==> config.mk <==
export PLATFORM = sky130hd
export DESIGN_NAME = nefu_top
export DESIGN_NICKNAME = d
export VERILOG_FILES = /design/src/rtl/nefu_pkg.sv /design/src/rtl/nefu_top.sv /design/src/rtl/nefu_flag_bank.sv
export SDC_FILE = /design/constraint.sdc
export NUM_CORES = 1
export LEC_CHECK = 0
export ABC_AREA = 1
export BUFFER_PORTS_ARGS = -buffer_cell sky130_fd_sc_hd__clkbuf_2
export CAP_MARGIN = 10
export CORE_AREA = 2 2 230 232
export DETAILED_ROUTE_END_ITERATION = 7
export DIE_AREA = 0 0 232 234
export PLACE_DENSITY_LB_ADDON = 0.08
export SYNTH_ARGS = -nofsm -noshare
export SYNTH_HDL_FRONTEND = slang
export SYNTH_SLANG_ARGS = --single-unit
==> constraint.sdc <==
create_clock -name clk -period 7.5 [get_ports clk]
set_input_delay 1.125 -clock clk [delete_from_list [all_inputs] [get_ports clk]]
set_output_delay 1.125 -clock clk [all_outputs]
set_load 0.02 [all_outputs]
==> src/rtl/nefu_pkg.sv <==
// Package with register indices, field layouts and timing constants.
// Behaviour
// - Any write to tick clear zeroes tick counter.
// - Tick counter advances once every 100 microseconds.
// - Wake packet sets global flag bit 7.
// - IPv6 unreachable sets bit 4, stores address, port.
// - IPv4 address clash sets global flag bit 2.
// - IPv4 unreachable sets bit 1, stores address, port.
// - PPPoE session end sets global flag bit 0.
// - Summary bit n shows socket n flags non-zero.
// - Socket-less command timeout sets bit 7.
// - IPv4 resolution reply sets socket-less bit 6.
// - IPv4 echo reply sets socket-less bit 5.
// - IPv6 resolution reply sets socket-less bit 4.
// - IPv6 echo reply sets socket-less bit 3.
// - Duplicate address answer sets socket-less bit 2.
// - Solicited router advert sets socket-less bit 1.
// - Gateway all-nodes router advert sets bit 0.
// - Router advert flags capture prefix data registers.
// - Prefix capture valid only with options 0x01, 0x03.
// - Global mask bits enable matching global flags.
// - Master enable gates active-low alert line.
package nefu_pkg;
    // ========================================================
    // Register indices; byte address is four times the index.
    localparam logic [13:0] IDX_SYS_CFG = 14'h2005;
    localparam logic [13:0] IDX_TICK = 14'h2016;
    localparam logic [13:0] IDX_TICK_CLR = 14'h2020;
    localparam logic [13:0] IDX_GFLAGS = 14'h2100;
    localparam logic [13:0] IDX_SUMMARY = 14'h2101;
    localparam logic [13:0] IDX_NFLAGS = 14'h2102;
    localparam logic [13:0] IDX_GMASK = 14'h2104;
    localparam logic [13:0] IDX_GCLR = 14'h2108;
    localparam logic [13:0] IDX_SMASK = 14'h2114;
    localparam logic [13:0] IDX_NMASK = 14'h2124;
    localparam logic [13:0] IDX_NCLR = 14'h2128;
    localparam logic [13:0] IDX_V6ADDR = 14'h2200;
    localparam logic [13:0] IDX_V6PORT = 14'h2204;
    localparam logic [13:0] IDX_V4ADDR = 14'h2205;
    localparam logic [13:0] IDX_V4PORT = 14'h2206;
    localparam logic [13:0] IDX_PLEN = 14'h2207;
    localparam logic [13:0] IDX_PFLAG = 14'h2208;
    localparam logic [13:0] IDX_VLIFE = 14'h2209;
    localparam logic [13:0] IDX_PLIFE = 14'h220A;
    localparam logic [13:0] IDX_PADDR = 14'h220B;
    localparam logic [13:0] WIDE_WORDS = 14'h0004;

    // ========================================================
    // Field positions.
    localparam int BIT_WAKE = 7;
    localparam int BIT_V6_PORT_UNREACH_FLAG = 4;
    localparam int BIT_CLASH = 2;
    localparam int BIT_V4_PORT_UNREACH_FLAG = 1;
    localparam int BIT_PPP = 0;
    localparam int BIT_NOSOCK_TIMEOUT_FLAG = 7;
    localparam int BIT_ADDR_RESOLVE_V4_DONE = 6;
    localparam int BIT_ECHO_V4_DONE = 5;
    localparam int BIT_ADDR_RESOLVE_V6_DONE = 4;
    localparam int BIT_ECHO_V6_DONE = 3;
    localparam int BIT_DAD = 2;
    localparam int BIT_RS = 1;
    localparam int BIT_RA = 0;
    localparam int BIT_IEN = 7;
    localparam logic [7:0] GLOBAL_IMPL = 8'h97;
    localparam logic [7:0] NOSOCK_IMPL = 8'hFF;

    // ========================================================
    // Values after reset and option types.
    localparam logic [7:0] RESET_BYTE = 8'h00;
    localparam logic [31:0] RESET_WORD = 32'h00000000;
    localparam logic [7:0] OPT_SRC_LINK = 8'h01;
    localparam logic [7:0] OPT_PREFIX = 8'h03;

    // ========================================================
    // Timing.
    localparam int CLK_MHZ = 100;
    localparam int TICK_US = 100;
    localparam int TICK_CYCLES = TICK_US * CLK_MHZ;
endpackage : nefu_pkg

==> src/rtl/nefu_top.sv <==
// Network event flags, masks, tick counter and APB register slave.
`timescale 1ns/1ps
module nefu_top
    import nefu_pkg::*;
#(
    parameter int unsigned TICK_DIV = TICK_CYCLES
) (
    // Clock and reset.
    input wire logic clk,
    input wire logic rst,
    // APB slave.
    input wire logic psel,
    input wire logic penable,
    input wire logic pwrite,
    input wire logic [15:0] paddr,
    input wire logic [31:0] pwdata,
    output logic [31:0] prdata,
    output logic pready,
    output logic pslverr,
    // Global events.
    input wire logic wakePacketEvt,
    input wire logic v6PortUnreachEvt,
    input wire logic [127:0] v6UnreachAddr,
    input wire logic [15:0] v6UnreachPort,
    input wire logic v4AddrClashEvt,
    input wire logic v4PortUnreachEvt,
    input wire logic [31:0] v4UnreachAddr,
    input wire logic [15:0] v4UnreachPort,
    input wire logic pppSessionEndEvt,
    // Socket event flags, eight bits per socket.
    input wire logic [63:0] socketEventFlags,
    // Socket-less events.
    input wire logic nosockTimeoutEvt,
    input wire logic addrResolveV4Evt,
    input wire logic echoV4Evt,
    input wire logic addrResolveV6Evt,
    input wire logic echoV6Evt,
    input wire logic dupAddrCheckEvt,
    input wire logic routerSolicitEvt,
    input wire logic routerAdvertEvt,
    // Router advertisement prefix data.
    input wire logic [7:0] raOpt1Type,
    input wire logic [7:0] raOpt2Type,
    input wire logic [7:0] raPrefixLen,
    input wire logic [7:0] raPrefixFlags,
    input wire logic [31:0] raValidLife,
    input wire logic [31:0] raPrefLife,
    input wire logic [127:0] raPrefix,
    // Tick counter and alert.
    output logic [15:0] tickCount,
    output logic hostAlertN
);
    typedef struct packed {
        logic [15:0] tick;
        logic [13:0] pre;
        logic [7:0] gMask;
        logic [7:0] sMask;
        logic [7:0] nMask;
        logic alert_master_enable;
        logic [7:0] summary;
        logic [127:0] v6Addr;
        logic [15:0] v6Port;
        logic [31:0] v4Addr;
        logic [15:0] v4Port;
        logic [7:0] pLen;
        logic [7:0] pFlag;
        logic [31:0] vLife;
        logic [31:0] pLife;
        logic [127:0] pAddr;
        logic [31:0] rdata;
        logic ready;
        logic err;
        logic alertN;
    } nefu_state_t;

    nefu_state_t state_r;
    nefu_state_t state_nxt;

    logic [7:0] gFlags;
    logic [7:0] nFlags;
    logic [7:0] gSet;
    logic [7:0] nSet;
    logic [7:0] gClr;
    logic [7:0] nClr;
    logic [13:0] idx;
    logic aligned;
    logic setup;
    logic wrAcc;
    logic hit;
    logic [31:0] rd;
    logic [13:0] sub;
    logic optsOk;
    logic pending;

    // ========================================================
    // Event set vectors.
    always_comb begin
        gSet = RESET_BYTE;
        gSet[BIT_WAKE] = wakePacketEvt;
        gSet[BIT_V6_PORT_UNREACH_FLAG] = v6PortUnreachEvt;
        gSet[BIT_CLASH] = v4AddrClashEvt;
        gSet[BIT_V4_PORT_UNREACH_FLAG] = v4PortUnreachEvt;
        gSet[BIT_PPP] = pppSessionEndEvt;
        nSet = RESET_BYTE;
        nSet[BIT_NOSOCK_TIMEOUT_FLAG] = nosockTimeoutEvt;
        nSet[BIT_ADDR_RESOLVE_V4_DONE] = addrResolveV4Evt;
        nSet[BIT_ECHO_V4_DONE] = echoV4Evt;
        nSet[BIT_ADDR_RESOLVE_V6_DONE] = addrResolveV6Evt;
        nSet[BIT_ECHO_V6_DONE] = echoV6Evt;
        nSet[BIT_DAD] = dupAddrCheckEvt;
        nSet[BIT_RS] = routerSolicitEvt;
        nSet[BIT_RA] = routerAdvertEvt;
    end

    // ========================================================
    // APB decode.
    assign idx = paddr[15:2];
    assign aligned = (paddr[1:0] == 2'h0);
    assign setup = psel && !penable;
    assign wrAcc = psel && penable && state_r.ready && pwrite;

    always_comb begin
        gClr = RESET_BYTE;
        nClr = RESET_BYTE;
        if (wrAcc && aligned && idx == IDX_GCLR) begin
            gClr = pwdata[7:0];
        end
        if (wrAcc && aligned && idx == IDX_NCLR) begin
            nClr = pwdata[7:0];
        end
    end

    // ========================================================
    // Flag banks.
    nefu_flag_bank #(
        .IMPL(GLOBAL_IMPL)
    ) u_global (
        .clk(clk),
        .rst(rst),
        .setIn(gSet),
        .clrIn(gClr),
        .flags(gFlags)
    );

    nefu_flag_bank #(
        .IMPL(NOSOCK_IMPL)
    ) u_nosock (
        .clk(clk),
        .rst(rst),
        .setIn(nSet),
        .clrIn(nClr),
        .flags(nFlags)
    );

    // ========================================================
    // Read multiplexer.
    always_comb begin
        rd = RESET_WORD;
        hit = 1'b1;
        sub = idx - IDX_V6ADDR;
        if (idx >= IDX_V6ADDR && idx < IDX_V6ADDR + WIDE_WORDS) begin
            sub = idx - IDX_V6ADDR;
            rd = state_r.v6Addr[7'(96 - 32 * int'(sub[1:0])) +: 32];
        end else if (idx >= IDX_PADDR && idx < IDX_PADDR + WIDE_WORDS) begin
            sub = idx - IDX_PADDR;
            rd = state_r.pAddr[7'(96 - 32 * int'(sub[1:0])) +: 32];
        end else begin
            case (idx)
                IDX_SYS_CFG: rd[BIT_IEN] = state_r.alert_master_enable;
                IDX_TICK: rd[15:0] = state_r.tick;
                IDX_TICK_CLR: rd = RESET_WORD;
                IDX_GFLAGS: rd[7:0] = gFlags & GLOBAL_IMPL;
                IDX_SUMMARY: rd[7:0] = state_r.summary;
                IDX_NFLAGS: rd[7:0] = nFlags;
                IDX_GMASK: rd[7:0] = state_r.gMask;
                IDX_GCLR: rd = RESET_WORD;
                IDX_SMASK: rd[7:0] = state_r.sMask;
                IDX_NMASK: rd[7:0] = state_r.nMask;
                IDX_NCLR: rd = RESET_WORD;
                IDX_V6PORT: rd[15:0] = state_r.v6Port;
                IDX_V4ADDR: rd = state_r.v4Addr;
                IDX_V4PORT: rd[15:0] = state_r.v4Port;
                IDX_PLEN: rd[7:0] = state_r.pLen;
                IDX_PFLAG: rd[7:0] = state_r.pFlag;
                IDX_VLIFE: rd = state_r.vLife;
                IDX_PLIFE: rd = state_r.pLife;
                default: hit = 1'b0;
            endcase
        end
        if (!aligned) begin
            hit = 1'b0;
            rd = RESET_WORD;
        end
    end

    // ========================================================
    // Next state.
    assign optsOk = (raOpt1Type == OPT_SRC_LINK) &&
        (raOpt2Type == OPT_PREFIX);

    always_comb begin
        state_nxt = state_r;
        pending = 1'b0;

        if (state_r.pre == 14'(TICK_DIV - 1)) begin
            state_nxt.pre = 14'h0000;
            state_nxt.tick = state_r.tick + 16'h0001;
        end else begin
            state_nxt.pre = state_r.pre + 14'h0001;
        end

        for (int n = 0; n < 8; n++) begin
            state_nxt.summary[n] = |socketEventFlags[8 * n +: 8];
        end

        if (v6PortUnreachEvt) begin
            state_nxt.v6Addr = v6UnreachAddr;
            state_nxt.v6Port = v6UnreachPort;
        end
        if (v4PortUnreachEvt) begin
            state_nxt.v4Addr = v4UnreachAddr;
            state_nxt.v4Port = v4UnreachPort;
        end

        if ((routerSolicitEvt || routerAdvertEvt) && optsOk) begin
            state_nxt.pLen = raPrefixLen;
            state_nxt.pFlag = raPrefixFlags;
            state_nxt.vLife = raValidLife;
            state_nxt.pLife = raPrefLife;
            state_nxt.pAddr = raPrefix;
        end

        // APB answer, one wait-free access cycle.
        state_nxt.ready = setup;
        state_nxt.err = setup && !hit;
        state_nxt.rdata = (setup && !pwrite) ? rd : RESET_WORD;

        if (wrAcc && aligned) begin
            case (idx)
                IDX_SYS_CFG: state_nxt.alert_master_enable = pwdata[BIT_IEN];
                IDX_TICK_CLR: begin
                    state_nxt.tick = 16'h0000;
                    state_nxt.pre = 14'h0000;
                end
                IDX_GMASK: state_nxt.gMask = pwdata[7:0] & GLOBAL_IMPL;
                IDX_SMASK: state_nxt.sMask = pwdata[7:0];
                IDX_NMASK: state_nxt.nMask = pwdata[7:0];
                default: state_nxt.alert_master_enable = state_r.alert_master_enable;
            endcase
        end

        pending = |(gFlags & state_r.gMask) |
            |(state_r.summary & state_r.sMask) |
            |(nFlags & state_r.nMask);
        state_nxt.alertN = !(state_r.alert_master_enable && pending);
    end

    always_ff @(posedge clk) begin
        if (rst) begin
            state_r <= '0;
            state_r.alertN <= 1'b1;
        end else begin
            state_r <= state_nxt;
        end
    end

    // ========================================================
    // Outputs.
    assign prdata = state_r.rdata;
    assign pready = state_r.ready;
    assign pslverr = state_r.err;
    assign tickCount = state_r.tick;
    assign hostAlertN = state_r.alertN;
endmodule : nefu_top

==> src/rtl/nefu_flag_bank.sv <==
// Eight sticky event flags with write-one-to-clear and set priority.
`timescale 1ns/1ps
module nefu_flag_bank
    import nefu_pkg::*;
#(
    parameter logic [7:0] IMPL = 8'hFF
) (
    // Clock and reset.
    input wire logic clk,
    input wire logic rst,
    // Events and clears.
    input wire logic [7:0] setIn,
    input wire logic [7:0] clrIn,
    // Flag state.
    output logic [7:0] flags
);
    typedef struct packed {
        logic [7:0] flags;
    } nefu_bank_t;

    nefu_bank_t state_r;
    nefu_bank_t state_nxt;

    // ========================================================
    // Flag update.
    always_comb begin
        state_nxt = state_r;
        state_nxt.flags = ((state_r.flags & ~clrIn) | setIn) & IMPL;
    end

    always_ff @(posedge clk) begin
        if (rst) begin
            state_r.flags <= RESET_BYTE;
        end else begin
            state_r <= state_nxt;
        end
    end

    assign flags = state_r.flags;
endmodule : nefu_flag_bank

==> results.md, run 1 <==
- The data arrival time of the critical path is 4.47 ns.
- The worst setup skew after layout is 0.01841 ns.
- Each instance of the synthesized netlist takes up on average 7.058 µm².
- From bottom edge to top edge, the die measures 234 µm.
- The routed wire length is 68530 µm.
- After detailed routing, the number of vias per cell comes to 5.010.
- For the final routed database, the setup TNS stands at 0 ns.
- Sequential cells were found to cover 44.19% of the synthesized design area.
- Clock-pin slew was measured on the worst setup and hold paths at about 0.060 ns.
- For this design, the CTS-stage hold fixing added 0 buffers.
- The critical path contains buffers and inverters numbering 3 combined.
- The floorplan die width is 232 µm.
- The cell at the root of the clock tree is clkbuf_16.
- In this run the power density over the cells is 216.4 nW/µm².
- The critical-path cell with the highest stage delay is o221ai_1.
- Measured against its own limit, the worst slew margin works out to 24.64%.
- The number of iterations in the first detailed-routing pass is 7.
- The worst supply voltage drop on vdd is 0.0001446 V.
- STA classifies the critical path endpoint as a flop.
- After detailed routing, the number of remaining DRC violations is 0.
- The overflow left after global routing is 0.
- The clock tree synthesis step divided the H-tree into 2 levels.
- The dominant cell type by count on the critical path is nand2_1.
- STA classifies the critical path startpoint as an input pin.
- The core region is 52020 µm².
- TritonCTS created between 40 and 50 clock buffers.
- The run finished with clean final reports.
- The I/O pin count is ~600.
- The capture point of the critical path is prdata[16].
- The remaining number of nets flagged by the antenna check after routing is 0.
- Traced cell by cell, the critical path runs through clkbuf_2 -> inv_1 -> nor2_2 -> nand2_1 -> nor2_4 -> buf_4 -> nand2_2 -> o221ai_1 -> nand2_1 -> a31oi_1.
- The end of the worst register-to-register path is state_r[452].
- The congestion estimate from routability-driven global placement came to between 0.8 and 0.9.
- Post-CTS repair changed the size of 0 cells.
- The class of the tightest hold or removal check is flop to flop.
- The first global-routing pass estimated 101200 µm of wire.
- The number of max-slew violations in the final report is 0.
- Buffers placed on the I/O ports in this run total 444.
- In the global route stage, overall resource usage came out at between 20% and 30%.
- Setup repair after global routing left no endpoint under its margin.
- In the final design database the tool counted 3299 nets.
- Summing every instance area after synthesis gives 17210 µm².
- For this run, the slowest stage of the critical path takes 0.80 ns.
- The number of synthesis warnings is 0.
- The post-synth net total is 2991.
- Of the total power, registers draw 46.8%.
- The required time at the worst-slack endpoint is ~8 ns.
- The flop-to-flop setup slack is 5.02 ns.
- The total number of cells along the worst setup path is 10.
- The number of buffers on the longest clock path is 3.
- The worst register-to-register path has a depth of 6.
- Across the run, the number of max-cap violations was 0.
- Based on the critical path, the design can be clocked at up to 0.2517 GHz.
- In this run the static leakage power is slightly below 9 nW.
- After routing the design area is 20810 µm².
- Setup violations remaining at the end of the flow were counted as 0.
- The kind of cell adding the most delay to the critical path is simple AND/OR/NAND/NOR gates.
- The number of synthesized register bits is 380.
- In this run, the clock network consumes about 46% of the power.
- After legalization and detailed placement, the total HPWL measured 49800 µm.
- Counting distinct cell types in the post-synthesis netlist gives 41.
- In this run the cell area measured after placement is 19460 µm².
- The clock period could shrink to 3.974 ns.
- In this run, the number of DRC markers left after iteration 0 of detailed routing was 1398.
- The initial core utilization is 33.09%.
- The critical path in this run is classified as input pin to flop.
- Combinational logic is responsible for ~7.4% of the overall power.
- Counting every sink on the clock net gives 380.
- The cell count after synthesis is 2439.
- The clock tree from TritonCTS is done.
- The post-route netlist has around a fifth of its cells at a drive strength greater than 1.
- The via count is 17370.
- The number of antenna violations at the first check in global routing is 3.
- The cell-internal power is 3.385 mW.
- Row generation in the floorplan step produced 84 rows.
- The via count of the first global-routing pass is 16590.
- For the pin with the worst max-slew slack, the measured transition is 1.130 ns.
- Buffers added to address setup during post-CTS repair amount to 0.
- The total of fill cells in the finished design is 5613.
- The startpoint identified for the worst register-to-register timing path is pready.
- The full die area is 54290 µm².
- The largest fanout of any net on the critical path is 39.
- In this run the worst setup path begins at paddr[15].
- Entering global routing, the biggest net connects roughly 240 pins.
- The switching fraction of total power is 24.82%.
- The worst path uses roughly 53% of the clock period.
- The post-synthesis to final-layout area growth is 20.88%.
- The hold violation total from the final report is 0.
- Dividing the detail-routed wire length by the instance count gives a little under 20 µm.
- In this run the power spent charging and discharging nets is 1.118 mW.
- The clock insertion delay at the later pin of the skew report is between 0.5 and 0.6 ns.
area by class of cell:
| type | count | area [µm²] | area share, % |
|---|---|---|---|
| diodes | 1 | 2.502 | 0.01203 |
| inverters | 268 | 1011 | 4.859 |
| clock buffers | 69 | 1286 | 6.182 |
| multi-input cells | 1592 | 7616 | 36.60 |
| clock inverters | 9 | 61.31 | 0.2946 |
| well taps | 688 | 860.8 | 4.137 |
| repair buffers | 461 | 2362 | 11.35 |
| flip-flops and latches | 380 | 7607 | 36.56 |
synth_stat cells, drive strengths merged:
cell type / count / area share [%]
a21oi: 217 / 6.3
nor4: 20 / 0.73
or2: 1 / 0.036
nor3b: 4 / 0.17
a221oi: 2 / 0.10
dfxtp: 380 / 44
buf: 77 / 3.1
clkbuf: 122 / 2.7
nand4: 16 / 0.58
nand3b: 2 / 0.11
o211ai: 35 / 1.5
ha: 6 / 0.44
o2111ai: 1 / 0.051
o21a: 3 / 0.13
and3: 2 / 0.073
o22ai: 6 / 0.22
inv: 265 / 5.8
o21ai: 406 / 12
a211oi: 1 / 0.044
xor2: 14 / 0.71
xnor2: 2 / 0.10
clkinv: 3 / 0.065
nand3: 141 / 4.1
o221ai: 15 / 0.76
nor3: 14 / 0.47
nor2: 426 / 9.6
nand2: 240 / 5.3
a31oi: 18 / 0.74
how the worst min path moves through the flow:
stage                            start  slack [ns]      endpoint  cells past startpoint
after floorplan           state_r[443]        0.41    hostAlertN                      1
after detailed placement  state_r[177]        0.44  state_r[177]                      2
after global placement    state_r[468]        0.43  state_r[468]                      1
after CTS                 state_r[163]        0.45  state_r[163]                      2
final                      state_r[38]        0.45   state_r[38]                      2
after global routing       state_r[36]        0.46   state_r[36]                      2
layout by cell type (no fill, tap or decap), drive strengths merged:
cell,n
o21ai,406
o2111ai,1
clkinv,5
inv,270
nor3b,4
nor2,426
nor4,20
a221oi,2
xor2,14
dfxtp,380
nand3,141
o22ai,6
nand2,240
o211ai,35
and3,2
or2,1
o221ai,15
nor3,14
xnor2,2
ha,6
buf,17
clkbuf,513
nand4,16
clkinvlp,2
a21oi,217
nand3b,2
o21a,3
a31oi,18
a211oi,1
diode,1
layer usage:
| layer | track usage (%) | vias up | wire [µm] | share of wire [%] |
|---|---|---|---|---|
| met3 | 4.669 | 71 | 4332 | 6.3 |
| met5 | 0 | - | 28 | 0.041 |
| met2 | 38.51 | 509 | 30600 | 45 |
| li1 | - | 8597 | - | - |
| met1 | 35.18 | 8192 | 32360 | 47 |
| met4 | 5.148 | 4 | 1207 | 1.8 |
cell families (layout without fill, tap and decap cells):
| family | after synthesis | after routing | synth area share, % |
|---|---|---|---|
| flops | 380 | 380 | 44.19 |
| simple gates | 866 | 866 | 21.20 |
| buf+inv | 467 | 807 | 11.64 |
| compound gates | 704 | 704 | 21.71 |
| fa+ha+maj | 6 | 6 | 0.4361 |
| xor+xnor | 16 | 16 | 0.8141 |
| other cells | 0 | 1 | 0 |
power groups by stage:
stage	clock, mW	combinational [mW]	sequential [mW]
2_1_floorplan	0	0.156	2.14
3_3_place_gp	0	0.332	2.15
3_5_place_dp	0	0.334	2.15
4_1_cts	2.10	0.337	2.11
5_1_grt	2.19	0.376	2.11
6_report	2.06	0.335	2.11
registers in the layout (all words and copies together), names as in the netlist:
signal	count
hostAlertN	1
u_nosock.flags	8
pready	1
tickCount	16
u_global.flags	5
state_r	316
prdata	32
pslverr	1
through the flow:
stage          util (%)  cells  hold slack (ns)  power (mW)  setup WS, ns
2_1_floorplan         -   2439           0.4102       2.296         4.169
3_3_place_gp      37.40   3389           0.4293       2.484         2.997
3_5_place_dp      37.40   3389           0.4364       2.487         2.997
4_1_cts           39.99   3467           0.4463       4.549         3.612
5_1_grt           40.00   3468           0.4613       4.675         3.313
6_report          40.00   3468           0.4466       4.503         3.526
tightest hold or removal path, cell delays in order (launching register included):
cell,delay [ns]
dfxtp_1,0.31
inv_1,0.05
a21oi_1,0.05
Power figures use the tool's default switching activity.
==> inputs of run 2 (changes only) <==
ABC_AREA = 0   (was 1)
CORE_AREA = 2 2 234 236   (was 2 2 230 232)
DIE_AREA = 0 0 236 238   (was 0 0 232 234)
clock period = 3.9 ns   (was 7.5 ns; I/O delays follow)
==> run 2 against run 1 <==
Against the previous run:
- cell count decreased by 13%
- count of clock-buffer cells in the layout down 3
- die area increased by 3.5%
- sequential share of layout area increased by 0.39 points
- largest cell class unchanged
- via count fell by 13%
- worst hold slack lost 0.23 ns
- critical endpoint is now state_r[448]
- clock power rose by 110%
==> results.md, run 2 <==
- The flow ran to the end, and the final reports show no timing, DRC or antenna violations.
- Based on the critical path, the design can be clocked at up to 0.3433 GHz.
- The part of the Yosys area used for sequential elements is 46.10% (+1.9 points).
- The number of buffers on the longest clock path was 3 (unchanged).
- TritonCTS built the clock tree.
- The power spent charging and discharging nets is 2.100 mW (+88%).
- The async set-or-reset flop fraction in the synthesized netlist is 0% (unchanged).
- The flop-to-flop setup slack is 1.60 ns (-3.42 ns).
- The number of distinct library cells after synthesis is 58 (+41%).
- The clock net sink count came to 380 (unchanged).
- The power per cell area is 435.0 nW/µm² (+100%).
- The full die area is 56170 µm² (+3.5%).
- The final critical delay including setup and external delays is 2.913 ns.
- The clock-pin transition on the worst setup and hold timing paths is 0.06 ns (about the same).
- The number of cell instances on the worst register-to-register path is 6 (unchanged).
- The library cells used most frequently in the layout, excluding fill and tap cells, are clkbuf_2, dfxtp_1, nand2_1, a21oi_1, nor2_1.
- The number of port buffers is 444 (unchanged).
- The signal on the critical path passes through buf_4 -> inv_1 -> ha_1 -> and3b_1 -> nand3_1 -> nor2_1 -> nand2_1 -> nand2_1 -> a21oi_1.
- The hold violation total from the final report is 0 (unchanged).
- The total buffers and inverters traversed by the critical path was 2 (-1).
- The number of post-CTS setup repair buffers is 0 (unchanged).
- In the post-synthesis netlist, the biggest area contributors are dfxtp_1, mux2i_1, nand2_1, a21oi_1, nor2_1.
- The core utilization of the finished layout was 38.49% (-1.5 points).
- The critical-path cell with the highest stage delay is and3b_1.
- The type of element launching the critical path is an input pin.
- The number of synthesized register bits is 380 (unchanged).
- The I/O pin count is 597 (unchanged).
- The clock group share of total power is 47.7% (+2.0 points).
- The switching fraction of total power is 23.45% (-1.4 points).
- In this run the critical register-to-register path is launched from state_r[234].
- The total of fill cells in the finished design was 5577 (-0.64%).
- The global-route wire length before repair is 93670 µm (-7.5%).
- The number of flip-flops in the largest register is 316 (unchanged).
- The post-synthesis to final-layout area growth is 24.76%.
- state_r holds more flip-flops than any other register.
- The pin count of the biggest net entering global routing is 145 (-39%).
- The vertical extent of the die is 238 µm (+1.7%).
- The placeable core region is 53500 µm² (+2.8%).
- The max-capacitance violation count is 0 (unchanged).
- The worst supply voltage drop on vdd is 0.0003180 V (+120%).
- The hold buffer count at cts is 0 (unchanged).
- The required time at the worst-slack endpoint is 4.31 ns (-3.69 ns).
- The average via count per standard cell is 5.041 (+0.62%).
- In the finished design, the share of the clock period the worst path needs comes to 74.69%.
- The beginning of the worst hold path is nosockTimeoutEvt.
- The critical path is of the input pin to flop type.
- The all-layer global routing usage is 21.96% (-2.7 points).
- The count of nets after finishing is 2834 (-14%).
- The worst relative slew slack is 30.24% (+5.6 points).
- The remaining number of nets flagged by the antenna check after routing is 0 (unchanged).
- The worst setup skew after layout was 0.01576 ns (-0.002649 ns).
- The number of antenna violations at the first check in global routing is 24 (+21).
- STA classifies the critical path endpoint as a flop.
- The post-synthesis area per instance is 8.520 µm² (+21%).
- The number of iterations in the first detailed-routing pass is 6 (-1).
- Clock tree synthesis selected as its root buffer the cell clkbuf_16.
- The slew of the pin with the lowest slew margin came to 1.046 ns (-0.08391 ns).
- The most frequently used flop master after synthesis is dfxtp_1.
- Leaving out fill and tap cells, the most frequent cell in the layout is clkbuf_2.
- The cell count after synthesis is 1937 (-21%).
- The end of the worst register-to-register path is prdata[7].
- The clock insertion delay at the later pin of the skew report is 0.57 ns (about the same).
- The largest fanout of any net on the critical path is 11 (-72%).
- The via count is 15200 (-13%).
- The kind of cell adding the most delay to the critical path is simple AND/OR/NAND/NOR gates.
- The last weighted congestion value of the routability-driven placer is 0.8540 (-3.3%).
- Setup repair after global routing left no endpoint under its margin.
- The worst hold path stage count is 3 (+1).
- The final number of setup-violating endpoints is 0 (unchanged).
- The post-synth net total is 2489 (-17%).
- The routed wire length is 63810 µm (-6.9%).
- The via count of the first global-routing pass is 14860 (-10%).
- The initial detailed-routing violation count came to 1080 (-23%).
- dfxtp_1 takes more of the synthesized area than any other cell.
- The total negative setup slack was 0 ns (unchanged).
- The post-DP HPWL is 47280 µm (-5.1%).
- The number of cells upsized or downsized after cts is 0 (unchanged).
- The path with the worst hold slack has its endpoint at u_nosock.flags[7].
- The share of total power in combinational logic is 7.2% (-0.2 points).
- The overflow left after global routing is 0 (unchanged).
- By count the netlist is led by dfxtp_1, nand2_1, a21oi_1.
- The most common cell in the synthesized netlist is dfxtp_1.
- The worst stage delay on the critical path is 0.58 ns (-0.22 ns).
- The initial core utilization is 30.85% (-2.2 points).
- The number of cell rows is 85 (+1.2%).
- The part of the power in registers is 45.1% (-1.7 points).
- The floorplan die width is 236 µm (+1.7%).
- The remaining design rule violation count is 0 (unchanged).
- The number of max-slew violations in the final report is 0 (unchanged).
- The mean routed wirelength per cell is 21.17 µm (+7.1%).
- The number of synthesis warnings is 0 (unchanged).
- The proportion of netlist area held by the largest area contributor is 46.10% (+1.9 points).
- The dominant cell type by count on the critical path is nand2_1.
- The cell-internal power is 6.857 mW (+100%).
- The synthesized cell area was 16500 µm² (-4.1%).
- In this run the worst hold path is classified as input pin to flop.
- The data arrival time of the critical path came to 3.32 ns (-1.15 ns).
- The count of H-tree levels built during CTS is 2 (unchanged).
- The TritonCTS buffer count is 45 (+2.3%).
- The layout cell share with drive strength beyond 1 is 25.32% (+5.6 points).
- The cell leakage power is 8.333 nW (-4.7%).
- The number of synthesized flops with an enable pin is 0 (unchanged).
## run 2: worst min-delay path, stage by stage
cell and delay, ns:
clkbuf_2 0.08, a21oi_1 0.03, nor2_1 0.06
## run 2: layer usage
metal | part of all wire [%] | up-vias | global-route usage [%]
met5 | 0.31 | - | 0
met4 | 1.9 | 32 | 5.346
met3 | 7.5 | 110 | 5.657
met2 | 44 | 459 | 33.77
met1 | 46 | 7185 | 30.63
li1 | - | 7412 | -
## run 2: worst max-delay path by stage
stage	endpoint	start	cells past startpoint	slack, ns
floorplan	prdata[6]	paddr[2]	10	0.95
global placement	state_r[450]	paddr[2]	9	0.50
detailed placement	state_r[450]	paddr[2]	9	0.38
CTS	state_r[450]	paddr[2]	9	1.02
global route	state_r[448]	paddr[2]	9	0.76
finish	state_r[448]	paddr[2]	9	0.99
## run 2: power groups by stage
stage | combinational [mW] | sequential [mW] | clock (mW)
after floorplan | 0.313 | 4.10 | 0
after global placement | 0.645 | 4.12 | 0
after detailed placement | 0.649 | 4.12 | 0
after CTS | 0.652 | 4.04 | 4.39
after global routing | 0.703 | 4.05 | 4.54
final | 0.643 | 4.04 | 4.27
## run 2: through the flow
| stage | power (mW) | cells | cell area [µm²] | worst slack, ns | hold slack, ns |
|---|---|---|---|---|---|
| after floorplan | 4.415 | 1937 | 16500 | 0.9488 | 0.3972 |
| after global placement | 4.767 | 2931 | 19090 | 0.4979 | 0.4296 |
| after detailed placement | 4.774 | 2931 | 19090 | 0.3790 | 0.4418 |
| after CTS | 9.079 | 3010 | 20580 | 1.019 | 0.1931 |
| after global routing | 9.289 | 3011 | 20580 | 0.7566 | 0.2211 |
| final | 8.957 | 3015 | 20590 | 0.9872 | 0.2202 |
## run 2: final cells by class
cell class	count	area (µm²)	share of cell area (%)
clock buffers	66	1308	6.350
inverters	8	30.03	0.1458
well taps	696	870.8	4.229
diodes	5	12.51	0.06077
multi-input cells	1360	7974	38.73
repair buffers	487	2613	12.69
clock inverters	13	175.2	0.8508
flip-flops and latches	380	7607	36.95
## run 2: cells by family after synthesis
logic type      share of synthesized area [%]
fa+ha+maj                              0.4549
compound gates                          15.79
flops                                   46.10
buf+inv                                 5.679
simple gates                            18.60
xor+xnor                                1.327
mux                                     12.05
